**src/hdl/pag_pkg.sv**
```systemverilog
// shared constants, types and functions of the access guard
package pag_pkg;

  // ************************************************************
  // register indices (byte address is four times the index)
  // ************************************************************
  localparam logic [7:0] IDX_MASTER_PRIVILEGE = 8'h20;
  localparam logic [7:0] IDX_PERIPH_ACCESS_0  = 8'h24;
  localparam logic [7:0] IDX_PERIPH_ACCESS_1  = 8'h25;
  localparam logic [7:0] IDX_PERIPH_ACCESS_2  = 8'h26;
  localparam logic [7:0] IDX_PERIPH_ACCESS_3  = 8'h27;
  localparam logic [7:0] IDX_PERIPH_ACCESS_4  = 8'h28;
  localparam logic [7:0] IDX_PERIPH_ACCESS_5  = 8'h2a;
  localparam logic [7:0] IDX_PERIPH_ACCESS_6  = 8'h2b;
  localparam logic [7:0] IDX_PERIPH_ACCESS_7  = 8'h2c;
  localparam logic [7:0] IDX_PERIPH_ACCESS_8  = 8'h2e;
  localparam logic [7:0] IDX_GROUP_ACCESS_0   = 8'h30;
  localparam logic [7:0] IDX_GROUP_ACCESS_1   = 8'h31;
  localparam logic [7:0] IDX_IRQ_STATUS       = 8'h40;
  localparam logic [7:0] IDX_IRQ_MASK         = 8'h41;

  // ************************************************************
  // field layout and reset values
  // ************************************************************
  localparam int         NUM_MASTERS      = 4;
  localparam int         NUM_PERIPH_REGS  = 9;
  localparam int         NUM_SLOTS        = 18;
  localparam int         UPPER_LOCK_BIT   = 7;
  localparam int         UPPER_RIGHTS_LSB = 4;
  localparam int         LOWER_LOCK_BIT   = 3;
  localparam int         LOWER_RIGHTS_LSB = 0;
  localparam int         GROUP_LOCK_BIT   = 7;
  localparam int         EVT_VIOLATION    = 0;
  localparam int         EVT_REFUSED      = 1;
  localparam int         NUM_EVENTS       = 2;
  localparam logic [3:0] MASTER_PRIV_RST  = 4'h1;
  localparam logic [7:0] PERIPH_RST       = 8'h00;
  localparam logic [7:0] GROUP_RST        = 8'h00;
  localparam logic [7:0] GROUP_WR_MASK    = 8'h8f;
  localparam logic [3:0] REGION_GROUP_0   = 4'h0;
  localparam logic [3:0] REGION_GROUP_1   = 4'h1;
  localparam logic [3:0] PERIPH_NONE      = 4'hf;
  localparam logic [1:0] HTRANS_NONSEQ    = 2'b10;
  localparam logic [2:0] HSIZE_WORD       = 3'b010;

  // rights vector bit positions {sup_r, sup_w, sup_x, usr_r, usr_w, usr_x}
  localparam int RT_SUP_R = 5;
  localparam int RT_SUP_W = 4;
  localparam int RT_SUP_X = 3;
  localparam int RT_USR_R = 2;
  localparam int RT_USR_W = 1;
  localparam int RT_USR_X = 0;

  // register bus handshake states
  typedef enum logic [1:0] {ST_IDLE, ST_WCHK, ST_ERR1, ST_ERR2} pag_bus_state_type;

  // ************************************************************
  // decode functions
  // ************************************************************
  // rights of a code; 3-bit codes have msb zero
  function automatic logic [5:0] pag_rights(input logic [3:0] code);
    case (code)
      4'h0:    pag_rights = 6'h30;
      4'h1:    pag_rights = 6'h20;
      4'h2:    pag_rights = 6'h24;
      4'h3:    pag_rights = 6'h20;
      4'h4:    pag_rights = 6'h36;
      4'h5:    pag_rights = 6'h34;
      4'h6:    pag_rights = 6'h36;
      4'h7:    pag_rights = 6'h00;
      4'h8:    pag_rights = 6'h38;
      4'h9:    pag_rights = 6'h28;
      4'ha:    pag_rights = 6'h2d;
      4'hb:    pag_rights = 6'h08;
      4'hc:    pag_rights = 6'h3f;
      4'hd:    pag_rights = 6'h3d;
      4'he:    pag_rights = 6'h34;
      default: pag_rights = 6'h39;
    endcase
  endfunction : pag_rights

  // periph register number of an index, or none
  function automatic logic [3:0] pag_periph_num(input logic [7:0] idx);
    case (idx)
      IDX_PERIPH_ACCESS_0: pag_periph_num = 4'h0;
      IDX_PERIPH_ACCESS_1: pag_periph_num = 4'h1;
      IDX_PERIPH_ACCESS_2: pag_periph_num = 4'h2;
      IDX_PERIPH_ACCESS_3: pag_periph_num = 4'h3;
      IDX_PERIPH_ACCESS_4: pag_periph_num = 4'h4;
      IDX_PERIPH_ACCESS_5: pag_periph_num = 4'h5;
      IDX_PERIPH_ACCESS_6: pag_periph_num = 4'h6;
      IDX_PERIPH_ACCESS_7: pag_periph_num = 4'h7;
      IDX_PERIPH_ACCESS_8: pag_periph_num = 4'h8;
      default:             pag_periph_num = PERIPH_NONE;
    endcase
  endfunction : pag_periph_num

endpackage : pag_pkg

```
**src/hdl/pag_guard.sv**
```systemverilog
// peripheral access guard: privilege checker plus its ahb-lite register file
//
// The AHB-Lite slave port was left to the implementer.
`timescale 1ns/10ps

// Overview of operation
// - references are checked before access; refusals error.
// - six types: super or user by fetch, read, write.
// - check uses carried privilege and code/data attributes.
// - privilege bits 3..0: 0 forces user, 1 passes; 7..4 reserved.
// - master 0 trusted; its privilege bit resets to one.
// - reset straps trust non-core masters, enabling attribute.
// - untrusted register writes error and change nothing.
// - periph register: lock 7, rights 6..4, lock 3, rights 2..0.
// - a set lock makes writes error until reset.
// - 3-bit rights decode to supervisor and user read/write.
// - reset: supervisor read/write only, no user access.
// - fetches to register-governed peripherals error.
// - registers at 0x020, 0x024..0x02e, 0x030 onward.
// - group registers reset to supervisor read/write.
// - address bits 29..26 pick region; only 0 and 1 exist.
// - group register: lock 7, rights 3..0; upper codes except 0xe execute.
module pag_guard (
  input  wire logic        hclk,
  input  wire logic        hresetn,
  input  wire logic        hsel,
  input  wire logic [31:0] haddr,
  input  wire logic [1:0]  htrans,
  input  wire logic        hwrite,
  input  wire logic [2:0]  hsize,
  input  wire logic [31:0] hwdata,
  input  wire logic        hready,
  input  wire logic [1:0]  hmaster,
  output logic             hreadyout,
  output logic             hresp,
  output logic      [31:0] hrdata,
  input  wire logic [2:0]  trust_strap,
  input  wire logic        chk_valid,
  input  wire logic [1:0]  chk_master,
  input  wire logic        chk_super,
  input  wire logic        chk_fetch,
  input  wire logic        chk_write,
  input  wire logic [3:0]  chk_region,
  input  wire logic        chk_slot_valid,
  input  wire logic [4:0]  chk_slot,
  output logic             chk_done,
  output logic             chk_allow,
  output logic             chk_deny,
  output logic             irq
);

  // ************************************************************
  // state
  // ************************************************************
  pag_pkg::pag_bus_state_type state_q;
  logic [3:0]  master_priv_q;
  logic [3:0]  trusted_q;
  logic        strap_done_q;
  logic [7:0]  periph_access_q [pag_pkg::NUM_PERIPH_REGS];
  logic [7:0]  group_access_q  [2];
  logic [pag_pkg::NUM_EVENTS-1:0] irq_status_q;
  logic [pag_pkg::NUM_EVENTS-1:0] irq_mask_q;
  logic [7:0]  widx_q;
  logic [1:0]  wmaster_q;
  logic        hreadyout_q;
  logic        hresp_q;
  logic [31:0] hrdata_q;
  logic        chk_done_q;
  logic        chk_allow_q;
  logic        chk_deny_q;
  logic        irq_q;

  // combinational helpers
  logic        accept;
  logic [7:0]  aidx;
  logic [7:0]  rd_byte;
  logic [3:0]  wnum;
  logic        wr_locked;
  logic        wr_err;
  logic        wr_ok;
  logic [7:0]  wbyte;
  logic        eff_super;
  logic [3:0]  rights_code;
  logic [5:0]  rights;
  logic        path_ok;
  logic        periph_path;
  logic        allowed;
  logic [pag_pkg::NUM_EVENTS-1:0] evt;
  logic [pag_pkg::NUM_EVENTS-1:0] clr;

  // ************************************************************
  // register bus decode
  // ************************************************************
  // word nonseq transfer taken while ready
  assign accept = hsel && hready && (htrans == pag_pkg::HTRANS_NONSEQ)
                  && (hsize == pag_pkg::HSIZE_WORD);
  assign aidx   = haddr[9:2];
  assign wnum   = pag_pkg::pag_periph_num(widx_q);
  assign wbyte  = hwdata[7:0];

  // register read value; holes read zero
  always_comb
  begin
    rd_byte = 8'h00;
    case (aidx)
      pag_pkg::IDX_MASTER_PRIVILEGE: rd_byte = {4'h0, master_priv_q};
      pag_pkg::IDX_GROUP_ACCESS_0:   rd_byte = group_access_q[0];
      pag_pkg::IDX_GROUP_ACCESS_1:   rd_byte = group_access_q[1];
      pag_pkg::IDX_IRQ_STATUS:       rd_byte = {6'h00, irq_status_q};
      pag_pkg::IDX_IRQ_MASK:         rd_byte = {6'h00, irq_mask_q};
      default:
      begin
        if (pag_pkg::pag_periph_num(aidx) != pag_pkg::PERIPH_NONE)
        begin
          rd_byte = periph_access_q[pag_pkg::pag_periph_num(aidx)];
        end
      end
    endcase
  end

  // lock of the pending write's register
  always_comb
  begin
    wr_locked = 1'b0;
    if (wnum != pag_pkg::PERIPH_NONE)
    begin
      wr_locked = periph_access_q[wnum][pag_pkg::UPPER_LOCK_BIT]
                  || periph_access_q[wnum][pag_pkg::LOWER_LOCK_BIT];
    end
    else if (widx_q == pag_pkg::IDX_GROUP_ACCESS_0)
    begin
      wr_locked = group_access_q[0][pag_pkg::GROUP_LOCK_BIT];
    end
    else if (widx_q == pag_pkg::IDX_GROUP_ACCESS_1)
    begin
      wr_locked = group_access_q[1][pag_pkg::GROUP_LOCK_BIT];
    end
  end

  // refuse untrusted masters and locked registers
  assign wr_err = (state_q == pag_pkg::ST_WCHK)
                  && (!trusted_q[wmaster_q] || wr_locked);
  assign wr_ok  = (state_q == pag_pkg::ST_WCHK) && !wr_err;
  // ************************************************************
  // register bus handshake
  // ************************************************************
  // reads take no wait, writes one; errors take two cycles
  always_ff @(posedge hclk or negedge hresetn)
  begin
    if (!hresetn)
    begin
      state_q     <= pag_pkg::ST_IDLE;
      hreadyout_q <= 1'b1;
      hresp_q     <= 1'b0;
      widx_q      <= 8'h00;
      wmaster_q   <= 2'b00;
    end
    else
    begin
      case (state_q)
        pag_pkg::ST_WCHK:
        begin
          if (wr_err)
          begin
            state_q     <= pag_pkg::ST_ERR1;
            hreadyout_q <= 1'b0;
            hresp_q     <= 1'b1;
          end
          else
          begin
            state_q     <= pag_pkg::ST_IDLE;
            hreadyout_q <= 1'b1;
            hresp_q     <= 1'b0;
          end
        end
        pag_pkg::ST_ERR1:
        begin
          state_q     <= pag_pkg::ST_ERR2;
          hreadyout_q <= 1'b1;
          hresp_q     <= 1'b1;
        end
        default:
        begin
          hresp_q <= 1'b0;
          if (accept && hwrite)
          begin
            state_q     <= pag_pkg::ST_WCHK;
            hreadyout_q <= 1'b0;
            widx_q      <= aidx;
            wmaster_q   <= hmaster;
          end
          else
          begin
            state_q     <= pag_pkg::ST_IDLE;
            hreadyout_q <= 1'b1;
          end
        end
      endcase
    end
  end
  // read data held from the address phase to the next read
  always_ff @(posedge hclk or negedge hresetn)
  begin
    if (!hresetn)
    begin
      hrdata_q <= 32'h0000_0000;
    end
    else if (accept && !hwrite && (state_q != pag_pkg::ST_WCHK)
             && (state_q != pag_pkg::ST_ERR1))
    begin
      hrdata_q <= {24'h00_0000, rd_byte};
    end
  end
  // ************************************************************
  // trust straps and master privilege
  // ************************************************************
  // straps load on the first edge after reset
  always_ff @(posedge hclk or negedge hresetn)
  begin
    if (!hresetn)
    begin
      strap_done_q  <= 1'b0;
      trusted_q     <= pag_pkg::MASTER_PRIV_RST;
      master_priv_q <= pag_pkg::MASTER_PRIV_RST;
    end
    else if (!strap_done_q)
    begin
      strap_done_q  <= 1'b1;
      trusted_q     <= {trust_strap, 1'b1};
      master_priv_q <= {trust_strap, 1'b1};
    end
    else if (wr_ok && (widx_q == pag_pkg::IDX_MASTER_PRIVILEGE))
    begin
      master_priv_q <= wbyte[3:0];
    end
  end

  // ************************************************************
  // peripheral and group access registers
  // ************************************************************
  // only reset clears lock bits; locked registers never write
  always_ff @(posedge hclk or negedge hresetn)
  begin
    if (!hresetn)
    begin
      for (int i = 0; i < pag_pkg::NUM_PERIPH_REGS; i++)
      begin
        periph_access_q[i] <= pag_pkg::PERIPH_RST;
      end
    end
    else if (wr_ok && (wnum != pag_pkg::PERIPH_NONE))
    begin
      periph_access_q[wnum] <= wbyte;
    end
  end
  // group registers keep reserved bits 6..4 at zero
  always_ff @(posedge hclk or negedge hresetn)
  begin
    if (!hresetn)
    begin
      group_access_q[0] <= pag_pkg::GROUP_RST;
      group_access_q[1] <= pag_pkg::GROUP_RST;
    end
    else if (wr_ok && (widx_q == pag_pkg::IDX_GROUP_ACCESS_0))
    begin
      group_access_q[0] <= wbyte & pag_pkg::GROUP_WR_MASK;
    end
    else if (wr_ok && (widx_q == pag_pkg::IDX_GROUP_ACCESS_1))
    begin
      group_access_q[1] <= wbyte & pag_pkg::GROUP_WR_MASK;
    end
  end

  // ************************************************************
  // reference check
  // ************************************************************
  // a cleared master bit forces user mode
  assign eff_super = chk_super && master_priv_q[chk_master];
  // governing rights code: a peripheral slot beats its region
  always_comb
  begin
    rights_code = 4'h7;
    path_ok     = 1'b0;
    periph_path = 1'b0;
    if (chk_slot_valid)
    begin
      periph_path = 1'b1;
      if (chk_slot < 5'(pag_pkg::NUM_SLOTS))
      begin
        path_ok = 1'b1;
        if (chk_slot[0])
        begin
          rights_code = {1'b0,
            periph_access_q[chk_slot[4:1]][pag_pkg::LOWER_RIGHTS_LSB +: 3]};
        end
        else
        begin
          rights_code = {1'b0,
            periph_access_q[chk_slot[4:1]][pag_pkg::UPPER_RIGHTS_LSB +: 3]};
        end
      end
    end
    else if (chk_region == pag_pkg::REGION_GROUP_0)
    begin
      path_ok     = 1'b1;
      rights_code = group_access_q[0][3:0];
    end
    else if (chk_region == pag_pkg::REGION_GROUP_1)
    begin
      path_ok     = 1'b1;
      rights_code = group_access_q[1][3:0];
    end
  end
  assign rights = pag_pkg::pag_rights(rights_code);
  // six access types
  always_comb
  begin
    allowed = 1'b0;
    if (path_ok)
    begin
      if (chk_fetch)
      begin
        allowed = !periph_path && (eff_super ? rights[pag_pkg::RT_SUP_X]
                                             : rights[pag_pkg::RT_USR_X]);
      end
      else if (chk_write)
      begin
        allowed = eff_super ? rights[pag_pkg::RT_SUP_W] : rights[pag_pkg::RT_USR_W];
      end
      else
      begin
        allowed = eff_super ? rights[pag_pkg::RT_SUP_R] : rights[pag_pkg::RT_USR_R];
      end
    end
  end
  // verdict one cycle later; the target is reached only on allow
  always_ff @(posedge hclk or negedge hresetn)
  begin
    if (!hresetn)
    begin
      chk_done_q  <= 1'b0;
      chk_allow_q <= 1'b0;
      chk_deny_q  <= 1'b0;
    end
    else
    begin
      chk_done_q  <= chk_valid;
      chk_allow_q <= chk_valid && allowed;
      chk_deny_q  <= chk_valid && !allowed;
    end
  end

  // ************************************************************
  // interrupt status and mask
  // ************************************************************
  assign evt[pag_pkg::EVT_VIOLATION] = chk_valid && !allowed;
  assign evt[pag_pkg::EVT_REFUSED]   = wr_err;
  assign clr = (wr_ok && (widx_q == pag_pkg::IDX_IRQ_STATUS))
               ? wbyte[pag_pkg::NUM_EVENTS-1:0] : '0;
  // sticky status, write one to clear; a new event beats the clear
  always_ff @(posedge hclk or negedge hresetn)
  begin
    if (!hresetn)
    begin
      irq_status_q <= '0;
    end
    else
    begin
      irq_status_q <= (irq_status_q & ~clr) | evt;
    end
  end
  // mask: a one enables the status bit
  always_ff @(posedge hclk or negedge hresetn)
  begin
    if (!hresetn)
    begin
      irq_mask_q <= '0;
    end
    else if (wr_ok && (widx_q == pag_pkg::IDX_IRQ_MASK))
    begin
      irq_mask_q <= wbyte[pag_pkg::NUM_EVENTS-1:0];
    end
  end
  // level interrupt from unmasked status
  always_ff @(posedge hclk or negedge hresetn)
  begin
    if (!hresetn)
    begin
      irq_q <= 1'b0;
    end
    else
    begin
      irq_q <= |(irq_status_q & irq_mask_q);
    end
  end
  // ************************************************************
  // outputs
  // ************************************************************
  assign hreadyout = hreadyout_q;
  assign hresp     = hresp_q;
  assign hrdata    = hrdata_q;
  assign chk_done  = chk_done_q;
  assign chk_allow = chk_allow_q;
  assign chk_deny  = chk_deny_q;
  assign irq       = irq_q;
endmodule : pag_guard

```
**config.mk**
```make
export PLATFORM = sky130hd
export DESIGN_NAME = pag_guard
export DESIGN_NICKNAME = d
export VERILOG_FILES = /design/src/hdl/pag_pkg.sv /design/src/hdl/pag_guard.sv
export SDC_FILE = /design/constraint.sdc
export NUM_CORES = 1
export LEC_CHECK = 0
export BUFFER_PORTS_ARGS = -buffer_cell sky130_fd_sc_hd__buf_2
export CELL_PAD_IN_SITES_DETAIL_PLACEMENT = 0
export CELL_PAD_IN_SITES_GLOBAL_PLACEMENT = 1
export CORE_MARGIN = 2
export CORE_UTILIZATION = 30
export CTS_CLUSTER_DIAMETER = 150
export DETAILED_ROUTE_END_ITERATION = 8
export PLACE_DENSITY = 0.58
export SLEW_MARGIN = 0
export SYNTH_ARGS = -nofsm -noshare
export SYNTH_HDL_FRONTEND = slang
export SYNTH_SLANG_ARGS = --single-unit
```
**constraint.sdc**
```tcl
create_clock -name hclk -period 3.55 [get_ports hclk]
set_clock_uncertainty 0.05 [all_clocks]
set_input_delay 0.1775 -clock hclk [delete_from_list [all_inputs] [get_ports hclk]]
set_output_delay 0.1775 -clock hclk [all_outputs]
set_load 0.005 [all_outputs]
```
==> summary.md <==
| Metric | Value |
|---|---|
| Worst skew pair latency | 420 ps |
| Min-Delay Startpoint | haddr[6] |
| WL/cell | 19.5 um |
| Post-synth top area share | 0.431 |
| Hold crit path type | primary input to register |
| Outcome | completed |
| Largest net degree at the start of global routing | 72 |
| Setup repair after global routing missed its margin | no |
| Reg2reg start | widx_q[4] |
| Critical Path End Type | register |
| Data required time of the critical path | 3800 ps |
| Top Ports | 133 |
| Chip width | 154 um |
| Antenna violations before repair | 0 |
| Pleak | 3.90 nW |
| Nets | 794 |
| CTS Buffer Depth | 2 |
| Synth unique cells | 65 |
| Worst-margin pin slew | 1030 ps |
| Pint | 2.61 mW |
| Final Non-Filler Cells | 995 |
| DRC Markers | 0 |
| Row count | 55 |
| Combinational power share | 0.092 |
| Port buffer count | 60 |
| Asr flop ratio synth | 1.00 |
| Post-Route Setup TNS | 0 ps |
| Vias in the first global route | 5,375 |
| Htree depth | 4 |
| Final antenna diode count | 0 |
| Fin worst setup slack | 214 ps |
| CP arrival | 3590 ps |
| CP Max Fanout | 8 |
| Clk pwr share | 0.491 |
| Layout cells sized above 1 | 0.304 |
| Dpl cells | 954 |
| Slew HR | 0.305 |
| First-pass GRT wire length | 30.9 mm |
| Finish-stage setup viols | 0 |
| Setup bufs post-CTS | 0 |
| Synth-to-layout area growth | 18.8% |
| Total number of vias | 5,152 |
| Largest area contributor in the netlist | dfrtp_1 |
| Crit path launch | widx_q[4] |
| Critical path class | register to register |
| Total Power | 3.45 mW |
| List of most frequent post-synthesis cells | dfrtp_1 (117), mux2_2 (80), mux2i_1 (66), nor2_1 (33), nand2_1 (29) |
| Switching power total | 839 uW |
| Final period util | 0.940 |
| F_max | 0.300 GHz |
| Post-synth EDFFs | 0 |
| Synth Warn # | 0 |
| DP Area | 7400 um^2 |
| Die ar. | 23,800 um^2 |
| Clk pin slew, worst setup/hold paths | 60 ps |
| GRT overflow | 0 |
| CORE AREA | 22,400 um^2 |
| Routed wire length | 19.4 mm |
| Post-synthesis register bit count | 119 |
| CTS tree | built |
| Clock root cell | clkbuf_16 |
| Max rail drop VDD | 0.247 mV |
| Sequential share of power | 0.418 |
| 1st-pass router iterations | 5 |
| Syn Inst Count | 618 |
| Vias per std cell | 5.18 |
| Sequential-to-total area share from yosys stat | 0.439 |
| Minimum clock period | 3340 ps |
| Fin. Hold Viols | 0 |
| Post-DP HPWL | 13.7 mm |
| Synth area leaders | dfrtp_1 (43%), mux2_2 (13%), mux2i_1 (9.7%) |
| Initial DRC Count | 226 |
| Placer Congestion | 0.794 |
| Total global-route track usage | 0.170 |
| P per Cell Area | 428 nW/um^2 |
| Sw frac | 0.243 |
| Critical Path Source Type | register |
| Number of routed nets with antenna violations | 0 |
| Setup slack at placement | 281 ps |
| Max Slew Vio Count | 0 |
| Top FF cell, synth | dfrtp_1 |
| Mapped cell area | 6790 um^2 |
| Most numerous cell in the Yosys netlist | dfrtp_1 |
| Mean post-synth cell area | 11.0 um^2 |
| Max-Cap Viols | 0 |
| Starting density of the core | 0.303 |
| Layout Cell Area excl Fill | 8070 um^2 |
| Die H | 154 um |
| Clk sinks | 119 |
| Inserted Clock Buffers | 17 |
==> power groups by stage <==
stage	clock, mW	sequential, mW	combinational (mW)
floorplan	0	1.45	0.208
global placement	0	1.46	0.303
detailed placement	0	1.46	0.310
CTS	1.73	1.44	0.319
global route	1.79	1.45	0.354
finish	1.69	1.44	0.316
==> layer usage <==
metal  global-route usage  up-vias  wire [um]
met3               0.0350       34        851
met4               0.0675        0        426
li1                     -     2405          -
met5                    0        -          0
met1                0.221     2572       9000
met2                0.277      141       9150
==> critical path, cell delays in order (launching register included) <==
cell and delay [ps]:
dfrtp_1 430, or4b_1 620, or3_1 480, o32ai_2 160, a221oi_1 160, o221a_4 310, nand3b_1 250, buf_4 210
nor3_2 40, buf_4 200, mux2_2 290
==> cell type report <==
type / instances / area [um^2]
inverters: 13 / 48.8
repair buffers: 93 / 586
fillers: 2252 / 14400
clock inverters: 9 / 98.8
clock buffers: 23 / 478
flip-flops and latches: 119 / 2980
multi-input cells: 453 / 3520
well taps: 285 / 357
==> registers in the layout, indices dropped and copies added, names as in the netlist, 2 cells and up <==
name and count:
periph_access_q 72, master_priv_q 4, hrdata 8, trusted_q 3, widx_q 8, group_access_q 10
irq_status_q 2, wmaster_q 2, irq_mask_q 2
==> path summary, 6_finish.rpt <==
kind                                        to  slack (ps)  cells after the start
setup / recovery           periph_access_q[28]         210                     10
hold / removal                       widx_q[4]          20                      2
setup reg to reg           periph_access_q[28]         210                     10
hold reg to reg                      hrdata[2]         420                      1
max in group asynchronous        irq_mask_q[1]        2210                      3
min in group asynchronous                hresp         410                      2
==> layout by cell type, fill, tap and decap left out, types with 5 or more instances in the layout <==
| cell | count |
|---|---|
| clkinv_2 | 6 |
| nor2b_1 | 7 |
| conb_1 | 25 |
| dfrtp_1 | 117 |
| a21oi_1 | 22 |
| nand2_1 | 29 |
| o21bai_1 | 9 |
| mux2_2 | 80 |
| nand2b_1 | 9 |
| a221oi_1 | 5 |
| o21ai_0 | 14 |
| nand3_1 | 9 |
| clkbuf_16 | 17 |
| or3_1 | 5 |
| nor3b_1 | 5 |
| mux2i_1 | 66 |
| o211ai_1 | 7 |
| a22oi_1 | 9 |
| o22ai_1 | 8 |
| nor4_1 | 5 |
| nor3_2 | 5 |
| dlygate4sd3_1 | 9 |
| inv_1 | 13 |
| nor3_1 | 8 |
| a211oi_1 | 6 |
| nor2_1 | 33 |
| a31oi_1 | 5 |
| a21o_1 | 18 |
| buf_2 | 59 |
| buf_4 | 24 |
==> cells by family (layout without fill, tap and decap cells) <==
family	count (synthesis)	after routing	share of synthesized area
adder cells (fa/ha/maj)	2	2	0.00369
AND/OR/NAND/NOR	145	145	0.121
XOR/XNOR	1	1	0.00129
buffers and inverters	69	138	0.0555
multiplexers	152	152	0.246
other	2	25	0.00111
flip-flops	119	119	0.439
AO/OA/AOI/OAI	128	128	0.133
==> stage by stage <==
| step | hold slack (ps) | utilization |
|---|---|---|
| floorplan | -168 | - |
| global placement | 282 | 0.330 |
| detailed placement | 289 | 0.330 |
| CTS | 1.01 | 0.360 |
| global route | 18.1 | 0.360 |
| finish | 15.8 | 0.360 |
==> what timing repair did <==
item	CTS	global route
setup endpoints to repair	0	0
gates resized for setup	0	0
hold buffers	9	0
hold endpoints to repair	81	0
No activity file was read; power rests on OpenSTA's default activity.
